### config.mk
export PLATFORM = sky130hd
export DESIGN_NAME = sdrtp_timing
export DESIGN_NICKNAME = d
export VERILOG_FILES = /design/src/pkg/sdrtp_pkg.sv /design/src/logic/sdrtp_timing.sv
export VERILOG_INCLUDE_DIRS = /design/src /design/src/pkg
export SDC_FILE = /design/constraint.sdc
export NUM_CORES = 1
export LEC_CHECK = 0
export BUFFER_PORTS_ARGS = -buffer_cell sky130_fd_sc_hd__buf_2
export CAP_MARGIN = 20
export CELL_PAD_IN_SITES_DETAIL_PLACEMENT = 0
export CELL_PAD_IN_SITES_GLOBAL_PLACEMENT = 1
export CORE_MARGIN = 3
export CORE_UTILIZATION = 25
export DETAILED_ROUTE_END_ITERATION = 8
export GPL_ROUTABILITY_DRIVEN = 1
export PLACE_DENSITY_LB_ADDON = 0.2
export SYNTH_ARGS = -nofsm -noshare
export SYNTH_HDL_FRONTEND = slang
export SYNTH_SLANG_ARGS = --single-unit
export TNS_END_PERCENT = 30
### constraint.sdc
create_clock -name i_clock -period 3.4 [get_ports i_clock]
set_input_delay 0.34 -clock i_clock [delete_from_list [all_inputs] [get_ports i_clock]]
set_output_delay 0.34 -clock i_clock [all_outputs]
set_load 0.005 [all_outputs]
### src/pkg/sdrtp_defines.svh
// Constants for the SDRAM timing parameter set: register offsets, field
// positions, reset values and encodings of the memory type input.
// Assumes it is included by its bare name ahead of the package and module.
//
// Functional notes
// - Refresh is requested once every refresh period cycles, a 15-bit field reset to 0xA60.
// - Timing registers are reachable only in the configuration or low-power state.
// - Returned read data is captured a programmed 3-bit latency after the read command.
// - The latency-offset bit adds half a memory clock to the read latency when set.
// - In mobile-DDR or single-data-rate mode the half-cycle offset is forced to zero.
// - A mode-register command blocks the next command for a 7-bit count, reset to two.
// - A row stays open a 4-bit count after activation before precharge, reset to seven.
// - Two activates to one bank are spaced by a 4-bit count, reset to eleven.
// - Activate to column command waits a 3-bit memory count and a 3-bit schedule count plus three.
// - After auto-refresh no command issues for a 5-bit memory count and a 5-bit schedule count plus three.
// - Precharge to activate waits a 3-bit memory count and a 3-bit schedule count plus three.
// - Activates to two different banks are spaced by a 4-bit count, reset to two.
// - Last write data to precharge waits a 3-bit write recovery count, reset to three.
`ifndef SDRTP_DEFINES_SVH
`define SDRTP_DEFINES_SVH

// ----------------------------------------------------------------------
// register byte offsets
// ----------------------------------------------------------------------
`define SDRTP_OFF_REFRESH 8'h10
`define SDRTP_OFF_LATENCY 8'h14
`define SDRTP_OFF_DQSS 8'h18
`define SDRTP_OFF_MRD 8'h1C
`define SDRTP_OFF_RAS 8'h20
`define SDRTP_OFF_RC 8'h24
`define SDRTP_OFF_RCD 8'h28
`define SDRTP_OFF_RFC 8'h2C
`define SDRTP_OFF_RP 8'h30
`define SDRTP_OFF_RRD 8'h34
`define SDRTP_OFF_WR 8'h38
`define SDRTP_OFF_STATUS 8'h80

// ----------------------------------------------------------------------
// reset values, field positions and encodings
// ----------------------------------------------------------------------
`define SDRTP_RST_REFRESH 15'h0A60
`define SDRTP_RST_LATENCY 4'h6
`define SDRTP_RST_DQSS 2'h1
`define SDRTP_RST_MRD 7'h02
`define SDRTP_RST_RAS 4'h7
`define SDRTP_RST_RC 4'hB
`define SDRTP_RST_RCD 6'h1D
`define SDRTP_RST_RFC 10'h212
`define SDRTP_RST_RP 6'h1D
`define SDRTP_RST_RRD 4'h2
`define SDRTP_RST_WR 3'h3
`define SDRTP_LAT_HALF_BIT 0
`define SDRTP_LAT_LSB 1
`define SDRTP_RCD_SCHED_LSB 3
`define SDRTP_RP_SCHED_LSB 3
`define SDRTP_RFC_SCHED_LSB 5
`define SDRTP_SCHED_BIAS 8'h03
`define SDRTP_MEM_SDR 3'h0
`define SDRTP_MEM_DDR 3'h1
`define SDRTP_MEM_LPDDR 3'h3
`define SDRTP_PIPE_LEN 8
`define SDRTP_BANKS 4

`endif

### src/pkg/sdrtp_pkg.sv
// Types shared by the timing parameter set and its surroundings.
// Assumes sdrtp_defines.svh is available on the include path.
`include "sdrtp_defines.svh"
package sdrtp_pkg;
  // controller operating state, driven by the command sequencer
  typedef enum logic [1:0] {
    SDRTP_ST_CONFIG, SDRTP_ST_READY, SDRTP_ST_PAUSED, SDRTP_ST_LOW_POWER
  } sdrtp_ctrl_state_t;
  // one-cycle command issue pulses with their target bank
  typedef struct packed {
    logic activate;
    logic read;
    logic write_last;
    logic precharge;
    logic precharge_all;
    logic refresh;
    logic mode_reg;
    logic [1:0] bank;
  } sdrtp_cmd_t;
  // permission levels toward the sequencer, two global bits and five bits per bank
  typedef struct packed {
    logic any_ok;
    logic sched_any_ok;
    logic [`SDRTP_BANKS-1:0] activate_ok;
    logic [`SDRTP_BANKS-1:0] column_ok;
    logic [`SDRTP_BANKS-1:0] precharge_ok;
    logic [`SDRTP_BANKS-1:0] sched_activate_ok;
    logic [`SDRTP_BANKS-1:0] sched_column_ok;
  } sdrtp_gate_t;
endpackage

### src/logic/sdrtp_timing.sv
// Timing parameter registers and spacing counters of the SDRAM controller.
// Assumes the sequencer drives i_cmd pulses on the same clock and reads
// o_gate before issuing; i_ctrl_state and i_memory_type are synchronous.
`include "sdrtp_defines.svh"
`timescale 1ns/100ps
`default_nettype none
module sdrtp_timing (
  input wire logic i_clock,
  input wire logic i_reset_n,
  input wire logic [7:0] i_address,
  input wire logic [31:0] i_write_data,
  input wire logic i_write,
  input wire logic i_read,
  output logic [31:0] o_read_data,
  input wire sdrtp_pkg::sdrtp_ctrl_state_t i_ctrl_state,
  input wire logic [2:0] i_memory_type,
  input wire sdrtp_pkg::sdrtp_cmd_t i_cmd,
  output sdrtp_pkg::sdrtp_gate_t o_gate,
  output logic o_refresh_request,
  output logic o_capture,
  output logic o_capture_half,
  output logic [1:0] o_write_strobe_delay
);

  // ----------------------------------------------------------------------
  // helper functions
  // ----------------------------------------------------------------------

  // a spacing of n cycles keeps its counter non-zero for n-1 cycles
  function automatic logic [7:0] span(input logic [7:0] n);
    span = (n == 8'h00) ? 8'h00 : n - 8'h01;
  endfunction

  // saturating decrement shared by all spacing counters
  function automatic logic [7:0] dec(input logic [7:0] c);
    dec = (c == 8'h00) ? 8'h00 : c - 8'h01;
  endfunction

  // ----------------------------------------------------------------------
  // register storage
  // ----------------------------------------------------------------------
  logic [14:0] refresh_period;
  logic [3:0] read_latency_setting;
  logic [1:0] write_strobe_delay;
  logic [6:0] mode_reg_cmd_time;
  logic [3:0] activate_to_precharge_min;
  logic [3:0] same_bank_activate_interval;
  logic [5:0] row_to_column_delay;
  logic [9:0] auto_refresh_cmd_time;
  logic [5:0] precharge_to_activate_delay;
  logic [3:0] cross_bank_activate_interval;
  logic [2:0] write_recovery_delay;

  logic access_ok;
  logic write_en;
  logic refresh_pending;
  logic [14:0] refresh_count;
  logic [`SDRTP_PIPE_LEN-1:0] read_pipe;
  logic half_offset;
  logic [2:0] latency;
  logic [2:0] capture_index;
  logic next_half;
  logic [7:0] mrd_cnt;
  logic [7:0] rfc_cnt;
  logic [7:0] sched_rfc_cnt;
  logic [7:0] rrd_cnt;
  logic [7:0] load_rcd_sched;
  logic [7:0] load_rp_sched;
  logic [7:0] load_rfc_sched;

  // outside configuration and low power the timers are live, so software
  // is kept off them rather than risk changing a spacing mid-count
  assign access_ok = (i_ctrl_state == sdrtp_pkg::SDRTP_ST_CONFIG) ||
                     (i_ctrl_state == sdrtp_pkg::SDRTP_ST_LOW_POWER);
  assign write_en = i_write && access_ok;

  // register writes, dropped silently when access is not allowed
  always_ff @(posedge i_clock or negedge i_reset_n) begin
    if (!i_reset_n) begin
      refresh_period <= `SDRTP_RST_REFRESH;
      read_latency_setting <= `SDRTP_RST_LATENCY;
      write_strobe_delay <= `SDRTP_RST_DQSS;
      mode_reg_cmd_time <= `SDRTP_RST_MRD;
      activate_to_precharge_min <= `SDRTP_RST_RAS;
      same_bank_activate_interval <= `SDRTP_RST_RC;
      row_to_column_delay <= `SDRTP_RST_RCD;
      auto_refresh_cmd_time <= `SDRTP_RST_RFC;
      precharge_to_activate_delay <= `SDRTP_RST_RP;
      cross_bank_activate_interval <= `SDRTP_RST_RRD;
      write_recovery_delay <= `SDRTP_RST_WR;
    end else if (write_en) begin
      unique case (i_address)
        `SDRTP_OFF_REFRESH: refresh_period <= i_write_data[14:0];
        `SDRTP_OFF_LATENCY: read_latency_setting <= i_write_data[3:0];
        `SDRTP_OFF_DQSS: write_strobe_delay <= i_write_data[1:0];
        `SDRTP_OFF_MRD: mode_reg_cmd_time <= i_write_data[6:0];
        `SDRTP_OFF_RAS: activate_to_precharge_min <= i_write_data[3:0];
        `SDRTP_OFF_RC: same_bank_activate_interval <= i_write_data[3:0];
        `SDRTP_OFF_RCD: row_to_column_delay <= i_write_data[5:0];
        `SDRTP_OFF_RFC: auto_refresh_cmd_time <= i_write_data[9:0];
        `SDRTP_OFF_RP: precharge_to_activate_delay <= i_write_data[5:0];
        `SDRTP_OFF_RRD: cross_bank_activate_interval <= i_write_data[3:0];
        `SDRTP_OFF_WR: write_recovery_delay <= i_write_data[2:0];
        default: ;
      endcase
    end
  end

  // read data stand one cycle after the strobe; reserved bits read zero
  always_ff @(posedge i_clock or negedge i_reset_n) begin
    if (!i_reset_n) begin
      o_read_data <= 32'h0000_0000;
    end else begin
      o_read_data <= 32'h0000_0000;
      if (i_read && i_address == `SDRTP_OFF_STATUS) begin
        o_read_data <= {28'h0000000, half_offset, access_ok,
                        o_gate.any_ok, refresh_pending};
      end else if (i_read && access_ok) begin
        unique case (i_address)
          `SDRTP_OFF_REFRESH: o_read_data <= {17'h00000, refresh_period};
          `SDRTP_OFF_LATENCY: o_read_data <= {28'h0000000,
                                              read_latency_setting};
          `SDRTP_OFF_DQSS: o_read_data <= {30'h00000000, write_strobe_delay};
          `SDRTP_OFF_MRD: o_read_data <= {25'h0000000, mode_reg_cmd_time};
          `SDRTP_OFF_RAS: o_read_data <= {28'h0000000,
                                          activate_to_precharge_min};
          `SDRTP_OFF_RC: o_read_data <= {28'h0000000,
                                         same_bank_activate_interval};
          `SDRTP_OFF_RCD: o_read_data <= {26'h0000000, row_to_column_delay};
          `SDRTP_OFF_RFC: o_read_data <= {22'h000000, auto_refresh_cmd_time};
          `SDRTP_OFF_RP: o_read_data <= {26'h0000000,
                                         precharge_to_activate_delay};
          `SDRTP_OFF_RRD: o_read_data <= {28'h0000000,
                                          cross_bank_activate_interval};
          `SDRTP_OFF_WR: o_read_data <= {29'h00000000, write_recovery_delay};
          default: o_read_data <= 32'h0000_0000;
        endcase
      end
    end
  end

  assign o_write_strobe_delay = write_strobe_delay;

  // ----------------------------------------------------------------------
  // refresh interval
  // ----------------------------------------------------------------------

  // a zero period disables refresh; a write to the period restarts the
  // interval so a shortened period takes effect at once
  always_ff @(posedge i_clock or negedge i_reset_n) begin
    if (!i_reset_n) begin
      refresh_count <= `SDRTP_RST_REFRESH - 15'h0001;
    end else if (write_en && i_address == `SDRTP_OFF_REFRESH) begin
      refresh_count <= i_write_data[14:0] - 15'h0001;
    end else if (refresh_period == 15'h0000) begin
      refresh_count <= 15'h0000;
    end else if (refresh_count == 15'h0000) begin
      refresh_count <= refresh_period - 15'h0001;
    end else begin
      refresh_count <= refresh_count - 15'h0001;
    end
  end

  // request stays up until a refresh issues; a new tick wins over the clear
  always_ff @(posedge i_clock or negedge i_reset_n) begin
    if (!i_reset_n) begin
      refresh_pending <= 1'b0;
    end else if (refresh_period != 15'h0000 &&
                 refresh_count == 15'h0000) begin
      refresh_pending <= 1'b1;
    end else if (i_cmd.refresh) begin
      refresh_pending <= 1'b0;
    end
  end

  assign o_refresh_request = refresh_pending;

  // ----------------------------------------------------------------------
  // read latency
  // ----------------------------------------------------------------------

  // a zero latency cannot be honoured in a one-clock pipe, so it acts as one
  assign latency = read_latency_setting[`SDRTP_LAT_LSB +: 3];
  assign capture_index = (latency == 3'h0) ? 3'h0 : latency - 3'h1;

  // the half offset is forced off in SDR and LPDDR modes
  assign next_half = read_latency_setting[`SDRTP_LAT_HALF_BIT] &&
                     (i_memory_type != `SDRTP_MEM_SDR) &&
                     (i_memory_type != `SDRTP_MEM_LPDDR);

  // one bit per cycle since the read; back to back reads overlap freely
  always_ff @(posedge i_clock or negedge i_reset_n) begin
    if (!i_reset_n) begin
      read_pipe <= '0;
    end else begin
      read_pipe <= {read_pipe[`SDRTP_PIPE_LEN-2:0], i_cmd.read};
    end
  end

  // offset flag registered so the capture path sees a flop output
  always_ff @(posedge i_clock or negedge i_reset_n) begin
    if (!i_reset_n) begin
      half_offset <= 1'b0;
    end else begin
      half_offset <= next_half;
    end
  end

  assign o_capture = read_pipe[capture_index];
  assign o_capture_half = half_offset;

  // ----------------------------------------------------------------------
  // global spacing counters
  // ----------------------------------------------------------------------

  assign load_rcd_sched = 8'(row_to_column_delay[`SDRTP_RCD_SCHED_LSB +: 3])
                          + `SDRTP_SCHED_BIAS;
  assign load_rp_sched =
    8'(precharge_to_activate_delay[`SDRTP_RP_SCHED_LSB +: 3])
    + `SDRTP_SCHED_BIAS;
  assign load_rfc_sched = 8'(auto_refresh_cmd_time[`SDRTP_RFC_SCHED_LSB +: 5])
                          + `SDRTP_SCHED_BIAS;

  // mode register command blocks every following command
  always_ff @(posedge i_clock or negedge i_reset_n) begin
    if (!i_reset_n) begin
      mrd_cnt <= 8'h00;
    end else if (i_cmd.mode_reg) begin
      mrd_cnt <= span(8'(mode_reg_cmd_time));
    end else begin
      mrd_cnt <= dec(mrd_cnt);
    end
  end

  // auto-refresh blocks every following command, in both time bases
  always_ff @(posedge i_clock or negedge i_reset_n) begin
    if (!i_reset_n) begin
      rfc_cnt <= 8'h00;
      sched_rfc_cnt <= 8'h00;
    end else if (i_cmd.refresh) begin
      rfc_cnt <= span(8'(auto_refresh_cmd_time[4:0]));
      sched_rfc_cnt <= span(load_rfc_sched);
    end else begin
      rfc_cnt <= dec(rfc_cnt);
      sched_rfc_cnt <= dec(sched_rfc_cnt);
    end
  end

  // any activate holds off activates to every bank
  always_ff @(posedge i_clock or negedge i_reset_n) begin
    if (!i_reset_n) begin
      rrd_cnt <= 8'h00;
    end else if (i_cmd.activate) begin
      rrd_cnt <= span(8'(cross_bank_activate_interval));
    end else begin
      rrd_cnt <= dec(rrd_cnt);
    end
  end

  assign o_gate.any_ok = (mrd_cnt == 8'h00) && (rfc_cnt == 8'h00);
  assign o_gate.sched_any_ok = (mrd_cnt == 8'h00) &&
                               (sched_rfc_cnt == 8'h00);

  // ----------------------------------------------------------------------
  // per-bank spacing counters
  // ----------------------------------------------------------------------
  genvar b;
  generate
    for (b = 0; b < `SDRTP_BANKS; b++) begin : g_bank
      logic hit;
      logic act_hit;
      logic pre_hit;
      logic [7:0] ras_cnt;
      logic [7:0] rc_cnt;
      logic [7:0] rcd_cnt;
      logic [7:0] sched_rcd_cnt;
      logic [7:0] rp_cnt;
      logic [7:0] sched_rp_cnt;
      logic [7:0] wr_cnt;

      assign hit = (i_cmd.bank == 2'(b));
      assign act_hit = i_cmd.activate && hit;
      assign pre_hit = (i_cmd.precharge && hit) || i_cmd.precharge_all;

      // row open time and same-bank activate cycle, both from activate
      always_ff @(posedge i_clock or negedge i_reset_n) begin
        if (!i_reset_n) begin
          ras_cnt <= 8'h00;
          rc_cnt <= 8'h00;
        end else if (act_hit) begin
          ras_cnt <= span(8'(activate_to_precharge_min));
          rc_cnt <= span(8'(same_bank_activate_interval));
        end else begin
          ras_cnt <= dec(ras_cnt);
          rc_cnt <= dec(rc_cnt);
        end
      end

      // activate to column, memory count and biased schedule count
      always_ff @(posedge i_clock or negedge i_reset_n) begin
        if (!i_reset_n) begin
          rcd_cnt <= 8'h00;
          sched_rcd_cnt <= 8'h00;
        end else if (act_hit) begin
          rcd_cnt <= span(8'(row_to_column_delay[2:0]));
          sched_rcd_cnt <= span(load_rcd_sched);
        end else begin
          rcd_cnt <= dec(rcd_cnt);
          sched_rcd_cnt <= dec(sched_rcd_cnt);
        end
      end

      // precharge to activate, memory count and biased schedule count
      always_ff @(posedge i_clock or negedge i_reset_n) begin
        if (!i_reset_n) begin
          rp_cnt <= 8'h00;
          sched_rp_cnt <= 8'h00;
        end else if (pre_hit) begin
          rp_cnt <= span(8'(precharge_to_activate_delay[2:0]));
          sched_rp_cnt <= span(load_rp_sched);
        end else begin
          rp_cnt <= dec(rp_cnt);
          sched_rp_cnt <= dec(sched_rp_cnt);
        end
      end

      // write recovery starts at the last data beat, not the command,
      // since burst length is not known here
      always_ff @(posedge i_clock or negedge i_reset_n) begin
        if (!i_reset_n) begin
          wr_cnt <= 8'h00;
        end else if (i_cmd.write_last && hit) begin
          wr_cnt <= span(8'(write_recovery_delay));
        end else begin
          wr_cnt <= dec(wr_cnt);
        end
      end

      // dependent commands wait for every governing counter to reach zero
      assign o_gate.activate_ok[b] = o_gate.any_ok && (rc_cnt == 8'h00) &&
                                     (rp_cnt == 8'h00) &&
                                     (rrd_cnt == 8'h00);
      assign o_gate.column_ok[b] = o_gate.any_ok &&
                                   (rcd_cnt == 8'h00);
      assign o_gate.precharge_ok[b] = o_gate.any_ok && (ras_cnt == 8'h00) &&
                                      (wr_cnt == 8'h00);
      assign o_gate.sched_activate_ok[b] = o_gate.sched_any_ok &&
                                           (sched_rp_cnt == 8'h00);
      assign o_gate.sched_column_ok[b] = o_gate.sched_any_ok &&
                                         (sched_rcd_cnt == 8'h00);
    end
  endgenerate

endmodule
`default_nettype wire

# [Word-level counts from Yosys, hierarchy flattened]
# Index checks and enable logic that the tools add are counted.
[totals] in_bits=58 mem_bits_rw=0 regBits=378 wordCells=322 mem_count=0 rom_bits=0 latch_bits=0
[op_classes] mul=0 n_lt_le_gt_ge=1 n_eq_ne=17 div_mod_pow=0 shifts=0 muxes=86 n_bitwise=0 n_addsub=50 n_reduce_logical=120
[ops] cell="2-to-1 mux 8 bit" n=75
[ops] cell="logical NOT 8 bit" n=35
[ops] cell="subtractor 8 x 1 -> 8 bit, second input constant" n=32
[ops] cell="one-hot mux 15 bit (11 select lines)" n=1
[ops] cell="2-to-1 mux 15 bit" n=5
[ops] cell="== test 8 x 6 -> 1 bit, second input constant" n=7
[ops] cell="logical AND 1 bit" n=53
[ops] cell="subtractor 15 x 1 -> 15 bit, second input constant" n=3
[ops] cell="== test 8 x 5 -> 1 bit, second input constant" n=4
[ops] cell="logical NOT 15 bit" n=2
[ops] cell="subtractor 4 x 1 -> 5 bit, second input constant" n=5
[ops] cell="AND reduction 2 bit" n=11
[ops] cell="nonzero test 15 bit" n=1
[ops] cell="logical NOT 3 bit" n=4
[ops] cell="logical NOT 4 bit" n=3
[ops] cell="subtractor 3 x 1 -> 4 bit, second input constant" n=3
[ops] cell="adder 3 x 2 -> 4 bit, second input constant" n=2
[ops] cell="== test 8 bit, second input constant" n=1
[ops] cell="subtractor 7 x 1 -> 8 bit, second input constant" n=1
[ops] cell="logical NOT 7 bit" n=1
[ops] cell="subtractor 6 x 1 -> 7 bit, second input constant" n=1
[ops] cell="adder 5 x 2 -> 6 bit, second input constant" n=1
[ops] cell="== test 2 bit, second input constant" n=3
[ops] cell="subtractor 5 x 1 -> 6 bit, second input constant" n=1
[ops] cell="other kinds (12)" n=19

# [Depth between registers and ports, before layout]
# Gate-level depths: netlist of the first run.
[logic_depth] word_depth=5 ltp_mapped=11 depth_no_buf=10

# [Worst setup path after synthesis of the first run]
# OpenSTA, ideal clock, no wires.
[synth_timing] kind="reg-to-reg" startpoint="reg refresh_count[11]" endpoint="reg refresh_count[14]" n_path_buf=1 synth_period_minus_slack_ps=2518 stages_incl_launch_ff=12 required_ps=3305 slack_ps=882 arrival_time_ps=2422 path_cell_list="dfstp_2 nor4_4 nand4_1 nor2_1 buf_2 a21oi_1 ha_1 and2_1 o21ai_0 or3_1 o31a_1 o31ai_1"
[synth_between] elab_chain_len=4 elab_cells_between_ends=5 cone_classes="1 x add/sub; 3 x mux; 1 x reduce/logical"
[synth_lines] item="start: declaration" line_no="sdrtp_timing.sv:57" text="logic [14:0] refresh_count;"
[synth_lines] item="start signal: assignment" line_no="sdrtp_timing.sv:152" text="refresh_count <= `SDRTP_RST_REFRESH - 15'h0001;"
[synth_lines] item="start signal: assignment" line_no="sdrtp_timing.sv:154" text="refresh_count <= i_write_data[14:0] - 15'h0001;"
[synth_lines] item="start signal: assignment" line_no="sdrtp_timing.sv:158" text="refresh_count <= refresh_period - 15'h0001;"
[synth_lines] item="subtractor 15 x 1 -> 15 bit or logical NOT 15 bit (tied branches)" line_no="sdrtp_timing.sv:160, sdrtp_timing.sv:157"
[synth_lines] item="2-to-1 mux 15 bit (*)" line_no="sdrtp_timing.sv:157" text="end else if (refresh_count == 15'h0000) begin"
[synth_lines] item="2-to-1 mux 15 bit (*)" line_no="sdrtp_timing.sv:155" text="end else if (refresh_period == 15'h0000) begin"
[synth_lines] item="2-to-1 mux 15 bit (*)" line_no="sdrtp_timing.sv:153" text="end else if (write_en && i_address == `SDRTP_OFF_REFRESH) begin"
# Every way passes the cells marked *; elsewhere a longest branch is shown, timed or not.
# A chain may end at the register's enable or synchronous reset.

==> results of run 1 <==
==> final cells by class <==
type | count | area share
clock inverters | 11 | 0.005464
diodes | 2 | 0.0002277
repair buffers | 123 | 0.03563
flip-flops and latches | 361 | 0.4130
well taps | 959 | 0.05458
inverters | 96 | 0.01639
multi-input cells | 1447 | 0.4106
clock buffers | 72 | 0.06409
==> critical path, cell delays in order, from the launching register on <==
cell     delay [ns]
dfrtp_1        0.39
inv_1          0.09
ha_1           0.20
nand3_1        0.12
or3_4          0.38
or2_2          0.37
buf_4          0.22
nor4_1         0.20
buf_4          0.17
buf_2          0.10
==> worst paths after layout <==
path	startpoint	to	slack, ns	depth (start not counted)
max	mrd_cnt[0]$_DFF_PN0_	o_gate[10]	0.23	9
max reg2reg	refresh_count[7]$_DFF_PN0_	refresh_count[14]$_DFF_PN0_	0.70	10
min	i_cmd[2]	mrd_cnt[6]$_DFF_PN0_	0.02	2
max in group asynchronous	i_reset_n	row_to_column_delay[2]$_DFFE_PN1P_	2.05	3
min reg2reg	read_pipe[1]$_DFF_PN0_	read_pipe[2]$_DFF_PN0_	0.37	0
min in group asynchronous	i_reset_n	g_bank[2].rcd_cnt[5]$_DFF_PN0_	0.43	2
==> cell usage after synthesis (10+ instances only) <==
cell	number
o21ai_0	137
o22ai_1	68
nand2_1	239
xnor2_1	150
a22oi_1	13
mux2_2	36
dfrtp_1	325
or2_2	25
nor3_1	87
nand3_1	35
buf_4	20
nand2b_1	24
and2_1	13
clkbuf_1	34
o31ai_1	52
nor2_1	186
xor2_1	60
nor3b_1	24
nor4_1	35
nand3b_1	10
a21oi_1	41
ha_1	52
inv_1	96
or3_1	32
dfstp_2	36
==> metrics by stage <==
| step | power (uW) | instances | utilization |
|---|---|---|---|
| after floorplan | 11800 | 1967 | - |
| after global placement | 13240 | 2979 | 0.2770 |
| after detailed placement | 13370 | 2979 | 0.2770 |
| after CTS | 18500 | 3069 | 0.2989 |
| after global routing | 19730 | 3069 | 0.2992 |
| final | 18220 | 3071 | 0.2993 |
==> per-layer routing <==
metal	vias to the layer above	routed length, um	track usage
met5	-	26	0
met4	4	1604	0.04676
met3	81	2137	0.02142
met2	193	24910	0.2258
met1	7072	24420	0.1814
li1	7043	-	-
==> report_power, final <==
part,internal (uW),total (uW),switching [uW]
clock network,2980,4910,1920
logic,2950,6370,3410
registers,5750,6950,1200
total,11700,18200,6540
==> cell families after synthesis <==
logic type,after synthesis,synth area share
compound gates,366,0.1208
xor+xnor,210,0.09841
fa+ha+maj,52,0.03481
buf+inv,159,0.03642
flops,361,0.4858
mux,41,0.02571
other cells,1,0.0002007
simple gates,761,0.1979
==> what timing repair did <==
action                     in CTS  in global routing
pin swaps                       0                  0
hold endpoints to repair       80                  0
setup endpoints to repair       2                  6
setup buffers                   0                  0
gates resized for setup         2                  5
hold buffers                    7                  0
==> registers in the layout, indices dropped and copies added, names as in the netlist, 6 cells and up <==
register                     count
auto_refresh_cmd_time           10
g_bank.ras_cnt                  32
g_bank.rc_cnt                   32
g_bank.rcd_cnt                  32
g_bank.rp_cnt                   32
g_bank.sched_rcd_cnt            32
g_bank.sched_rp_cnt             32
g_bank.wr_cnt                   32
mode_reg_cmd_time                7
mrd_cnt                          8
o_read_data                     15
precharge_to_activate_delay      6
read_pipe                        8
refresh_count                   15
refresh_period                  15
rfc_cnt                          8
row_to_column_delay              6
rrd_cnt                          8
sched_rfc_cnt                    8
==> impl_summary.md, run 1 <==
Status
The run finished with clean final reports.

Timing
The worst relative slew slack is 0.4389. For the pin with the worst max-slew slack, the measured transition is ~0.84 ns. Across all hold checks on the routed design, the worst slack comes to 0.02411 ns. In the finished design, the share of the clock period the worst path needs comes to 0.9310. Setup repair after global routing left no endpoint under its margin. The final worst clock skew is 0.02094 ns. The count of final hold-check violations is 0.

The final worst slack is roughly 0.23 ns. The setup violation total in the final timing report is 0. The total negative slack is 0 ns. The top achievable clock speed is around 320 MHz. The smallest clock period supported by the final layout is computed as around 3.2 ns.

The number of max-slew violations in the final report is 0.

Clock network
The clock tree synthesis step divided the H-tree into 2 levels. The clock insertion delay at the later pin of the skew report is about 0.57 ns. TritonCTS built the clock tree. The largest buffer count on any clock path is 3. The clock sink count is ~360.

The root buffer cell is clkbuf_16. The clock transition at the registers of the reported paths is 0.06 ns. The TritonCTS buffer count is 45.

Routing
The starting DRC count in detailed routing is around 700. The detailed-routing iteration count for the pre-antenna-repair pass is 5. The via count normalized by instance count is roughly 4.7. The number of nets still failing antenna checks after routing is 0. The routed wire length is about 53 mm. The DRC violation count after routing is 0. The total via count after detailed routing is 14393. In the final routed layout, each cell accounts on average for 17.29 um.

Placed design
Before CTS, the worst setup slack after placement is roughly 0.5 ns. The placer's final routability congestion estimate is ~0.81. The count of buffers added on input and output ports is 82. The placed standard-cell area is about 0.020 mm2. The wire-length estimate of the detail-placed layout is 38.43 mm.

Global route
Entering global routing, the biggest net connects 94 pins. After global routing the overflow that remains totals 0. The via count of the first global-routing pass is roughly 15000.

The number of antenna violations at the first check in global routing is 6. The global router's overall resource usage is 0.1362. The first global-routing pass estimated around 85 mm of wire.

Worst setup path
The worst endpoint data arrival time is 2.83 ns. The worst setup path is of the flip-flop to output port kind. The largest driver fanout on the critical path is 9. The data required time at the worst endpoint is around 3.1 ns.

The endpoint class of the critical path is an output port. The category of the worst setup path launch point is a flip-flop.

Final layout
The final instance area is 0.02198 mm2. The commonest non-fill, non-tap cell in the layout is dfrtp_1. The filler cells instantiated in the layout total 7598. The area growth from synthesis to layout is 17.62%. The library cells used most frequently in the layout, excluding fill and tap cells, are 325 x dfrtp_1, 238 x nand2_1, 186 x nor2_1. The area of combinational cells with multiple inputs is 0.009026 mm2. For this run, the post-layout net count is around 2200.

The fraction of layout instances using a drive strength above 1 is 0.1464. Registers take roughly 0.0091 mm2.

Pwr
The worst supply voltage drop on vdd is roughly 0.00038 V. The leakage power summed over all cells is roughly 0.0095 uW. The power per standard cell area is between 800 and 900 mW/mm2.

Synth
The mean instance size in the synthesized netlist is between 9 and 10 um2. In the synthesized netlist the dominant register cell turns out to be dfrtp_1. The proportion of register bits with asynchronous set or reset after synthesis is 1.000. The cell area after synthesis is 0.01869 mm2.

Of the post-synthesis cell area, the dominant cell type holds 0.4352. Of all cell types, the one taking the most synthesized area is dfrtp_1. Ranked by total cell area, the synthesized netlist is headed by dfrtp_1 44%, xnor2_1 7.0%, dfstp_2 5.1%, nand2_1 4.8%, nor2_1 3.7%. In this run, distinct cell masters in the synthesized netlist total just under 70.

The portion of the post-synthesis area used by sequential elements is 0.4858. The post-synthesis register bit count is approximately 360. In this run, synthesis inferred 0 flip-flops with an integrated enable. During synthesis, Yosys emitted a total of 0 warnings. After technology mapping, the gate count stands at 1951.

Floorplanning
For this configuration, the core starts out at a cell density of 0.2544. The top-level I/O count is 117. The floorplan step defined a die boundary enclosing approximately 0.08 mm2. The region available for standard cell placement spans roughly 0.073 mm2. The die boundary width is 279.4 um. The y dimension of the die is ~280 um. Row generation in the floorplan step produced between 90 and 100 rows.

Worst hold path
The min-delay analysis places its worst path in the category input port to flip-flop.

Job
The count of max-cap constraint violations is 0.
Power figures use the tool's default switching activity.
==> run 2: changes to the inputs <==
--- a/config.mk
+++ b/config.mk
@@ -14,6 +14,8 @@
 export CORE_UTILIZATION = 25
 export DETAILED_ROUTE_END_ITERATION = 8
 export GPL_ROUTABILITY_DRIVEN = 1
+export GPL_TIMING_DRIVEN = 0
+export HOLD_SLACK_MARGIN = 0.12
 export PLACE_DENSITY_LB_ADDON = 0.2
 export SYNTH_ARGS = -nofsm -noshare
 export SYNTH_HDL_FRONTEND = slang
==> impl_summary.md, run 2 (same netlist as run 1, synthesis figures left out) <==
Global route
The via count of the first global-routing pass is 14931 (was 14774). The number of antenna violations at the first check in global routing is 3 (was 6). The global router's overall resource usage is 0.1409 (was 0.1362). The global-route wire length before repair is 86.88 mm (was 84.55 mm). The total congestion overflow is 0 (unchanged). The maximum number of pins on one net before global-route repair came to 105 (was 94).

Clock network
The TritonCTS buffer count was 46 (was 45). The root buffer cell is clkbuf_16 (unchanged). The clock tree from TritonCTS was built (unchanged). The clock transition at the registers of the reported paths is 0.06 ns (about the same). The largest buffer count on any clock path is 3 (unchanged). The clock sink count is 361 (unchanged). The maximum level of the CTS H-tree is 2 (unchanged). The clock insertion delay at the later pin of the skew report is 0.57 ns (about the same).

Placed design
The placed standard-cell area is 0.02043 mm2 (was 0.02035 mm2). The count of input and output buffers was 74 (was 82). The placer's final routability congestion estimate came to 0.8222 (was 0.8140). The detailed placement HPWL is 39.51 mm (was 38.43 mm).

Pwr
The worst supply voltage drop on vdd is 0.0003723 V (was 0.0003752 V). The power per standard cell area is 834.9 mW/mm2 (was 829.0 mW/mm2). The leakage power summed over all cells is 0.009574 uW (was 0.009470 uW).

Final layout
The commonest non-fill, non-tap cell in the layout was dfrtp_1 (unchanged). The final-stage net count is 2222 (was 2184). The final instance area is 0.02229 mm2 (was 0.02198 mm2).

The count of antenna diodes in the layout came to 0 (was 2). The fraction of layout instances using a drive strength above 1 is 0.1429 (was 0.1464). The area growth from synthesis to final layout came to 19.26% (was 17.62%). Commonest cells after routing, fill and taps aside: 325 x dfrtp_1, 238 x nand2_1, 186 x nor2_1 (unchanged).

Timing
The count of final hold-check violations is 0 (unchanged). The setup violation total in the final timing report was 0 (unchanged). The measured slew at the worst slew-check pin was 1.070 ns (was 0.8416 ns). The final worst clock skew is 0.02392 ns (was 0.02094 ns). The minimum hold slack is 0.1402 ns (was 0.02411 ns). The total negative slack is 0 ns (unchanged).

The number of max-slew violations in the final report is 0 (unchanged). The worst relative slew slack is 0.2808 (was 0.4389). The final critical-path share of the clock period is 0.9517 (was 0.9310).

RSZ-0062 raised after global routing: no (unchanged). The top achievable clock speed is 309.0 MHz (was 315.9 MHz). The shortest period the worst path allows is 3.236 ns (was 3.165 ns).

Worst setup path
The largest driver fanout on the critical path is 4 (was 9). The endpoint class of the critical path is an output port (unchanged). The slack of the worst reg-to-reg path came to 0.26 ns (was 0.70 ns). The kind of critical path is flip-flop to output port (unchanged).

The category of the worst setup path launch point is a flip-flop (unchanged). The worst endpoint data arrival time is 2.90 ns (was 2.83 ns). The data required time at the worst endpoint was 3.06 ns (about the same).

Floorplanning
The top-level I/O count is 117 (unchanged). The die footprint is 0.07807 mm2 (unchanged). The y dimension of the die is 279.4 um (unchanged). The placement row count was 99 (unchanged). The starting utilization of the core area is 0.2544 (unchanged).

The core footprint came to 0.07345 mm2 (unchanged). The die boundary width is 279.4 um (unchanged).

Routing
The number of nets still failing antenna checks after routing is 0 (unchanged). The routed wire length was 55.13 mm (was 53.10 mm). The average wire length per cell after detail routing is 17.74 um (was 17.29 um). The detailed-routing iteration count for the pre-antenna-repair pass is 7 (was 5). The DRC violation count after routing came to 0 (unchanged).

The starting DRC count in detailed routing is 813 (was 687). The total via count after detailed routing is 14586 (was 14393). The via count normalized by instance count was 4.693 (was 4.687).

Worst hold path
The worst hold path class is input port to flip-flop (unchanged).

Job
The count of max-cap constraint violations is 0 (unchanged).

Status
Result of the run: finished clean (unchanged).
==> run 2: cell types whose count changed in the layout (fill, tap and decap cells not counted), moves of 2 or more <==
cell	previous run	this run
buf_16	0	3
clkbuf_8	16	14
dlygate4sd3_1	7	17
nor4_4	1	3
buf_12	3	0
clkbuf_2	0	2
clkbuf_1	10	41
bufinv_16	2	5
buf_4	31	22
buf_1	0	2
nor4_1	34	32
diode_2	2	0
==> run 2: final timing paths <==
check	from	endpoint	cells after the start
worst min register to register	read_pipe[2]$_DFF_PN0_	read_pipe[3]$_DFF_PN0_	0
worst max-delay path	mrd_cnt[0]$_DFF_PN0_	o_gate[16]	9
min in group asynchronous	i_reset_n	g_bank[3].rcd_cnt[5]$_DFF_PN0_	2
max in group asynchronous	i_reset_n	read_pipe[0]$_DFF_PN0_	3
worst max register to register	refresh_count[7]$_DFF_PN0_	refresh_count[12]$_DFF_PN0_	11
worst min-delay path	i_write_data[1]	activate_to_precharge_min[1]$_DFFE_PN1P_	3
==> run 2: layout make-up <==
class | count | area (um2)
repair buffers | 98 | 668.1
inverters | 96 | 360.3
flip-flops and latches | 361 | 9079
plain buffers | 62 | 317.8
multi-input cells | 1447 | 9051
well taps | 959 | 1200
clock inverters | 15 | 210.2
fillers | 7651 | 51170
clock buffers | 70 | 1403
==> run 2: layer usage <==
metal  vias to the layer above  global-route usage  part of all wire
met5                         -                   0           0.00049
met4                         4             0.04153             0.025
met3                        75             0.02067             0.032
met2                       216              0.2379              0.47
met1                      7189              0.1876              0.47
li1                       7102                   -                 -
==> run 2: metrics by stage <==
step / cells / total power [uW] / worst slack (ns) / utilization
2_1_floorplan: 1967 / 11800 / 0.8823 / -
3_3_place_gp: 3000 / 13260 / -5.645 / 0.2766
3_5_place_dp: 3004 / 13410 / -0.3418 / 0.2781
4_1_cts: 3107 / 18880 / 0.02126 / 0.3032
5_1_grt: 3108 / 20080 / 0.01712 / 0.3034
6_report: 3108 / 18610 / 0.1641 / 0.3034
==> run 2: power breakdown <==
group	leakage (uW)	total (uW)	internal, uW	switching (uW)
Combinational	0.00419	6440	2960	3470
Clock	0.000798	5210	3220	1990
Sequential	0.00458	6960	5750	1210
Total	0.00957	18600	11900	6680
==> run 2: what timing repair did <==
action / 4_1_cts / 5_1_grt
setup endpoints to repair: 11 / 3
hold buffers: 17 / 0
gates cloned: 0 / 0
gates resized for setup: 10 / 4
pin swaps: 2 / 0
hold endpoints to repair: 84 / 0
setup buffers: 2 / 0
==> run 2: worst max-delay path, cell delays in order, from the launching register on <==
cell and delay, ns:
dfrtp_1 0.39, inv_1 0.08, ha_1 0.21, nand3_1 0.13, or3_1 0.41, or2_4 0.33
inv_2 0.11, nand2_2 0.16, nor4_4 0.35, buf_2 0.16
==> run 3: changes to the inputs <==
--- a/config.mk
+++ b/config.mk
@@ -17,6 +17,7 @@
 export GPL_TIMING_DRIVEN = 0
 export HOLD_SLACK_MARGIN = 0.12
 export PLACE_DENSITY_LB_ADDON = 0.2
+export RECOVER_POWER = 50
 export SYNTH_ARGS = -nofsm -noshare
 export SYNTH_HDL_FRONTEND = slang
 export SYNTH_SLANG_ARGS = --single-unit
==> impl_summary.md, run 3 (same netlist as run 1, synthesis figures left out) <==
Timing
The count of final hold-check violations was 0 (unchanged). The top achievable clock speed is 308.8 MHz (was 309.0 MHz). The shortest period the worst path allows was 3.238 ns (was 3.236 ns). RSZ-0062 raised after global routing: no (unchanged). The setup violation total in the final timing report is 0 (unchanged). The final critical-path share of the clock period is 0.9525 (was 0.9517). The minimum hold slack is 0.1399 ns (was 0.1402 ns). The measured slew at the worst slew-check pin was 1.729 ns (was 1.070 ns). The worst relative slew slack was -0.1526 (was 0.2808). The number of max-slew violations in the final report is 59 (was 0). The final worst clock skew is 0.02499 ns (was 0.02392 ns).

Final layout
The fraction of layout instances using a drive strength above 1 is 0.1405 (was 0.1429). The count of fill cells added during filler insertion is 7649 (was 7651). The final-stage net count came to 2222 (unchanged).

The area growth from synthesis to final layout is 19.19% (was 19.26%). Commonest cells after routing, fill and taps aside: 325 x dfrtp_1, 238 x nand2_1, 186 x nor2_1 (unchanged). The utilization after layout is 0.3033 (was 0.3034). The commonest non-fill, non-tap cell in the layout is dfrtp_1 (unchanged). The final non-filler cell total came to 3109 (was 3108).

Worst setup path
The buffer and inverter count on the worst path is 3 (unchanged). The depth of the worst register-to-register path was 11 (unchanged). The endpoint class of the critical path is an output port (unchanged). The critical path depth is 9 (unchanged). The data required time at the worst endpoint is 3.06 ns (about the same). The kind of critical path is flip-flop to output port (unchanged). The worst endpoint data arrival time is 2.90 ns (about the same).

The biggest cell delay along the critical path came to 0.41 ns (about the same). Series of cell instances along the critical path: inv_1, ha_1, nand3_1, or3_1, or2_4, inv_2, nand2_2, nor4_4, buf_2 (unchanged). The category of the worst setup path launch point is a flip-flop (unchanged). The largest driver fanout on the critical path is 4 (unchanged). The critical-path cell with the highest stage delay is or3_1 (unchanged). The cell family contributing the most delay on the critical path is simple AND/OR/NAND/NOR gates (unchanged).

Clock network
The clock tree from TritonCTS was built (unchanged). The root buffer cell is clkbuf_16 (unchanged). The TritonCTS buffer count is 46 (unchanged). The clock sink count is 361 (unchanged). The clock transition at the registers of the reported paths is 0.06 ns (about the same). The maximum level of the CTS H-tree is 2 (unchanged). The largest buffer count on any clock path is 3 (unchanged).

The clock insertion delay at the later pin of the skew report is 0.57 ns (about the same).

Routing
The total via count after detailed routing came to 14622 (was 14586). The detailed-routing iteration count for the pre-antenna-repair pass is 8 (was 7). The routed wire length is 55.07 mm (was 55.13 mm). The number of nets still failing antenna checks after routing is 0 (unchanged). The DRC violation count after routing was 0 (unchanged). The starting DRC count in detailed routing was 814 (was 813). The via count normalized by instance count is 4.703 (was 4.693). The average wire length per cell after detail routing was 17.71 um (was 17.74 um).

Floorplanning
The y dimension of the die came to 279.4 um (unchanged). The die boundary width came to 279.4 um (unchanged). The placement row count is 99 (unchanged). The top-level I/O count is 117 (unchanged). The core footprint is 0.07345 mm2 (unchanged). The starting utilization of the core area is 0.2544 (unchanged). The die footprint is 0.07807 mm2 (unchanged).

Worst hold path
The number of instances on the worst hold path is 3 (unchanged). The worst hold path class is input port to flip-flop (unchanged).

Pwr
The power per standard cell area is 835.4 mW/mm2 (was 834.9 mW/mm2). The worst supply voltage drop on vdd came to 0.0003723 V (about the same). The leakage power summed over all cells was 0.009549 uW (was 0.009574 uW).

Global route
The number of antenna violations at the first check in global routing came to 3 (unchanged). The total congestion overflow is 0 (unchanged). The maximum number of pins on one net before global-route repair was 105 (unchanged). The global-route wire length before repair is 86.88 mm (unchanged). The global router's overall resource usage is 0.1409 (unchanged).

The via count of the first global-routing pass is 14931 (unchanged).

Status
Result of the run: finished with violations (was finished clean). The final reports fail on max-capacitance violations, max-slew violations.

Placed design
The placer's final routability congestion estimate is 0.8222 (unchanged). The count of input and output buffers was 74 (unchanged). The detailed placement HPWL is 39.51 mm (unchanged). The number of instances in the placed design came to 3004 (unchanged).

Job
The count of max-cap constraint violations was 1 (was 0).
run 3: cell count changes in the layout (fill, tap and decap cells not counted):
cell      delta
clkbuf_2     +1
buf_2        -5
clkbuf_1     +5
buf_8        -1
diode_2      +1
run 3: metrics by stage:
| step | TNS [ns] | instance area (um2) | setup WS (ns) | total power, uW |
|---|---|---|---|---|
| 5_1_grt | 0 | 22270 | 0.01712 | 20080 |
| 2_1_floorplan | 0 | 18750 | 0.8823 | 11800 |
| 3_3_place_gp | -1933.10 | 20320 | -5.645 | 13260 |
| 6_report | 0 | 22280 | 0.1616 | 18610 |
| 4_1_cts | 0 | 22270 | 0.02126 | 18880 |
| 3_5_place_dp | -0.6800 | 20430 | -0.3418 | 13410 |
run 3: cell type report:
| class | count | area (um2) | share of cell area |
|---|---|---|---|
| Sequential cell | 361 | 9079 | 0.4076 |
| Multi-Input combinational cell | 1447 | 9051 | 0.4063 |
| Clock buffer | 70 | 1403 | 0.06297 |
| Tap cell | 959 | 1200 | 0.05387 |
| Timing Repair Buffer | 98 | 651.9 | 0.02926 |
| Inverter | 96 | 360.3 | 0.01618 |
| Buffer | 62 | 317.8 | 0.01427 |
| Clock inverter | 15 | 210.2 | 0.009437 |
| Antenna cell | 1 | 2.502 | 0.0001123 |
run 3: worst paths after layout:
check | startpoint | endpoint | slack, ns
worst max-delay path | mrd_cnt[0]$_DFF_PN0_ | o_gate[16] | 0.16
worst min-delay path | i_write_data[1] | activate_to_precharge_min[1]$_DFFE_PN1P_ | 0.14
worst max register to register | refresh_count[7]$_DFF_PN0_ | refresh_count[12]$_DFF_PN0_ | 0.26
worst min register to register | read_pipe[2]$_DFF_PN0_ | read_pipe[3]$_DFF_PN0_ | 0.37
max in group asynchronous | i_reset_n | refresh_count[2]$_DFF_PN1_ | 1.32
min in group asynchronous | i_reset_n | g_bank[3].rcd_cnt[5]$_DFF_PN0_ | 0.74
run 3: timing repair:
item	CTS	global route
setup endpoints to repair	11	3
resized for setup	10	4
setup buffers	2	0
hold buffers	17	0
hold endpoints to repair	84	0
pin swaps	2	0
run 3: routing by layer:
layer	vias up	routed length [um]	global-route usage
li1	7100	-	-
met1	7198	25670	0.1876
met3	81	1872	0.02067
met2	239	26130	0.2379
met4	4	1375	0.04153
met5	-	27	0
run 3: power by group:
part / switching (uW) / leakage, uW / internal [uW]
logic: 3470 / 0.00417 / 2960
clock network: 1990 / 0.000798 / 3220
registers: 1220 / 0.00458 / 5750
run 3: tightest hold or removal path: stages:
cell and delay, ns:
buf_2 0.14, inv_1 0.11, o21ai_0 0.10
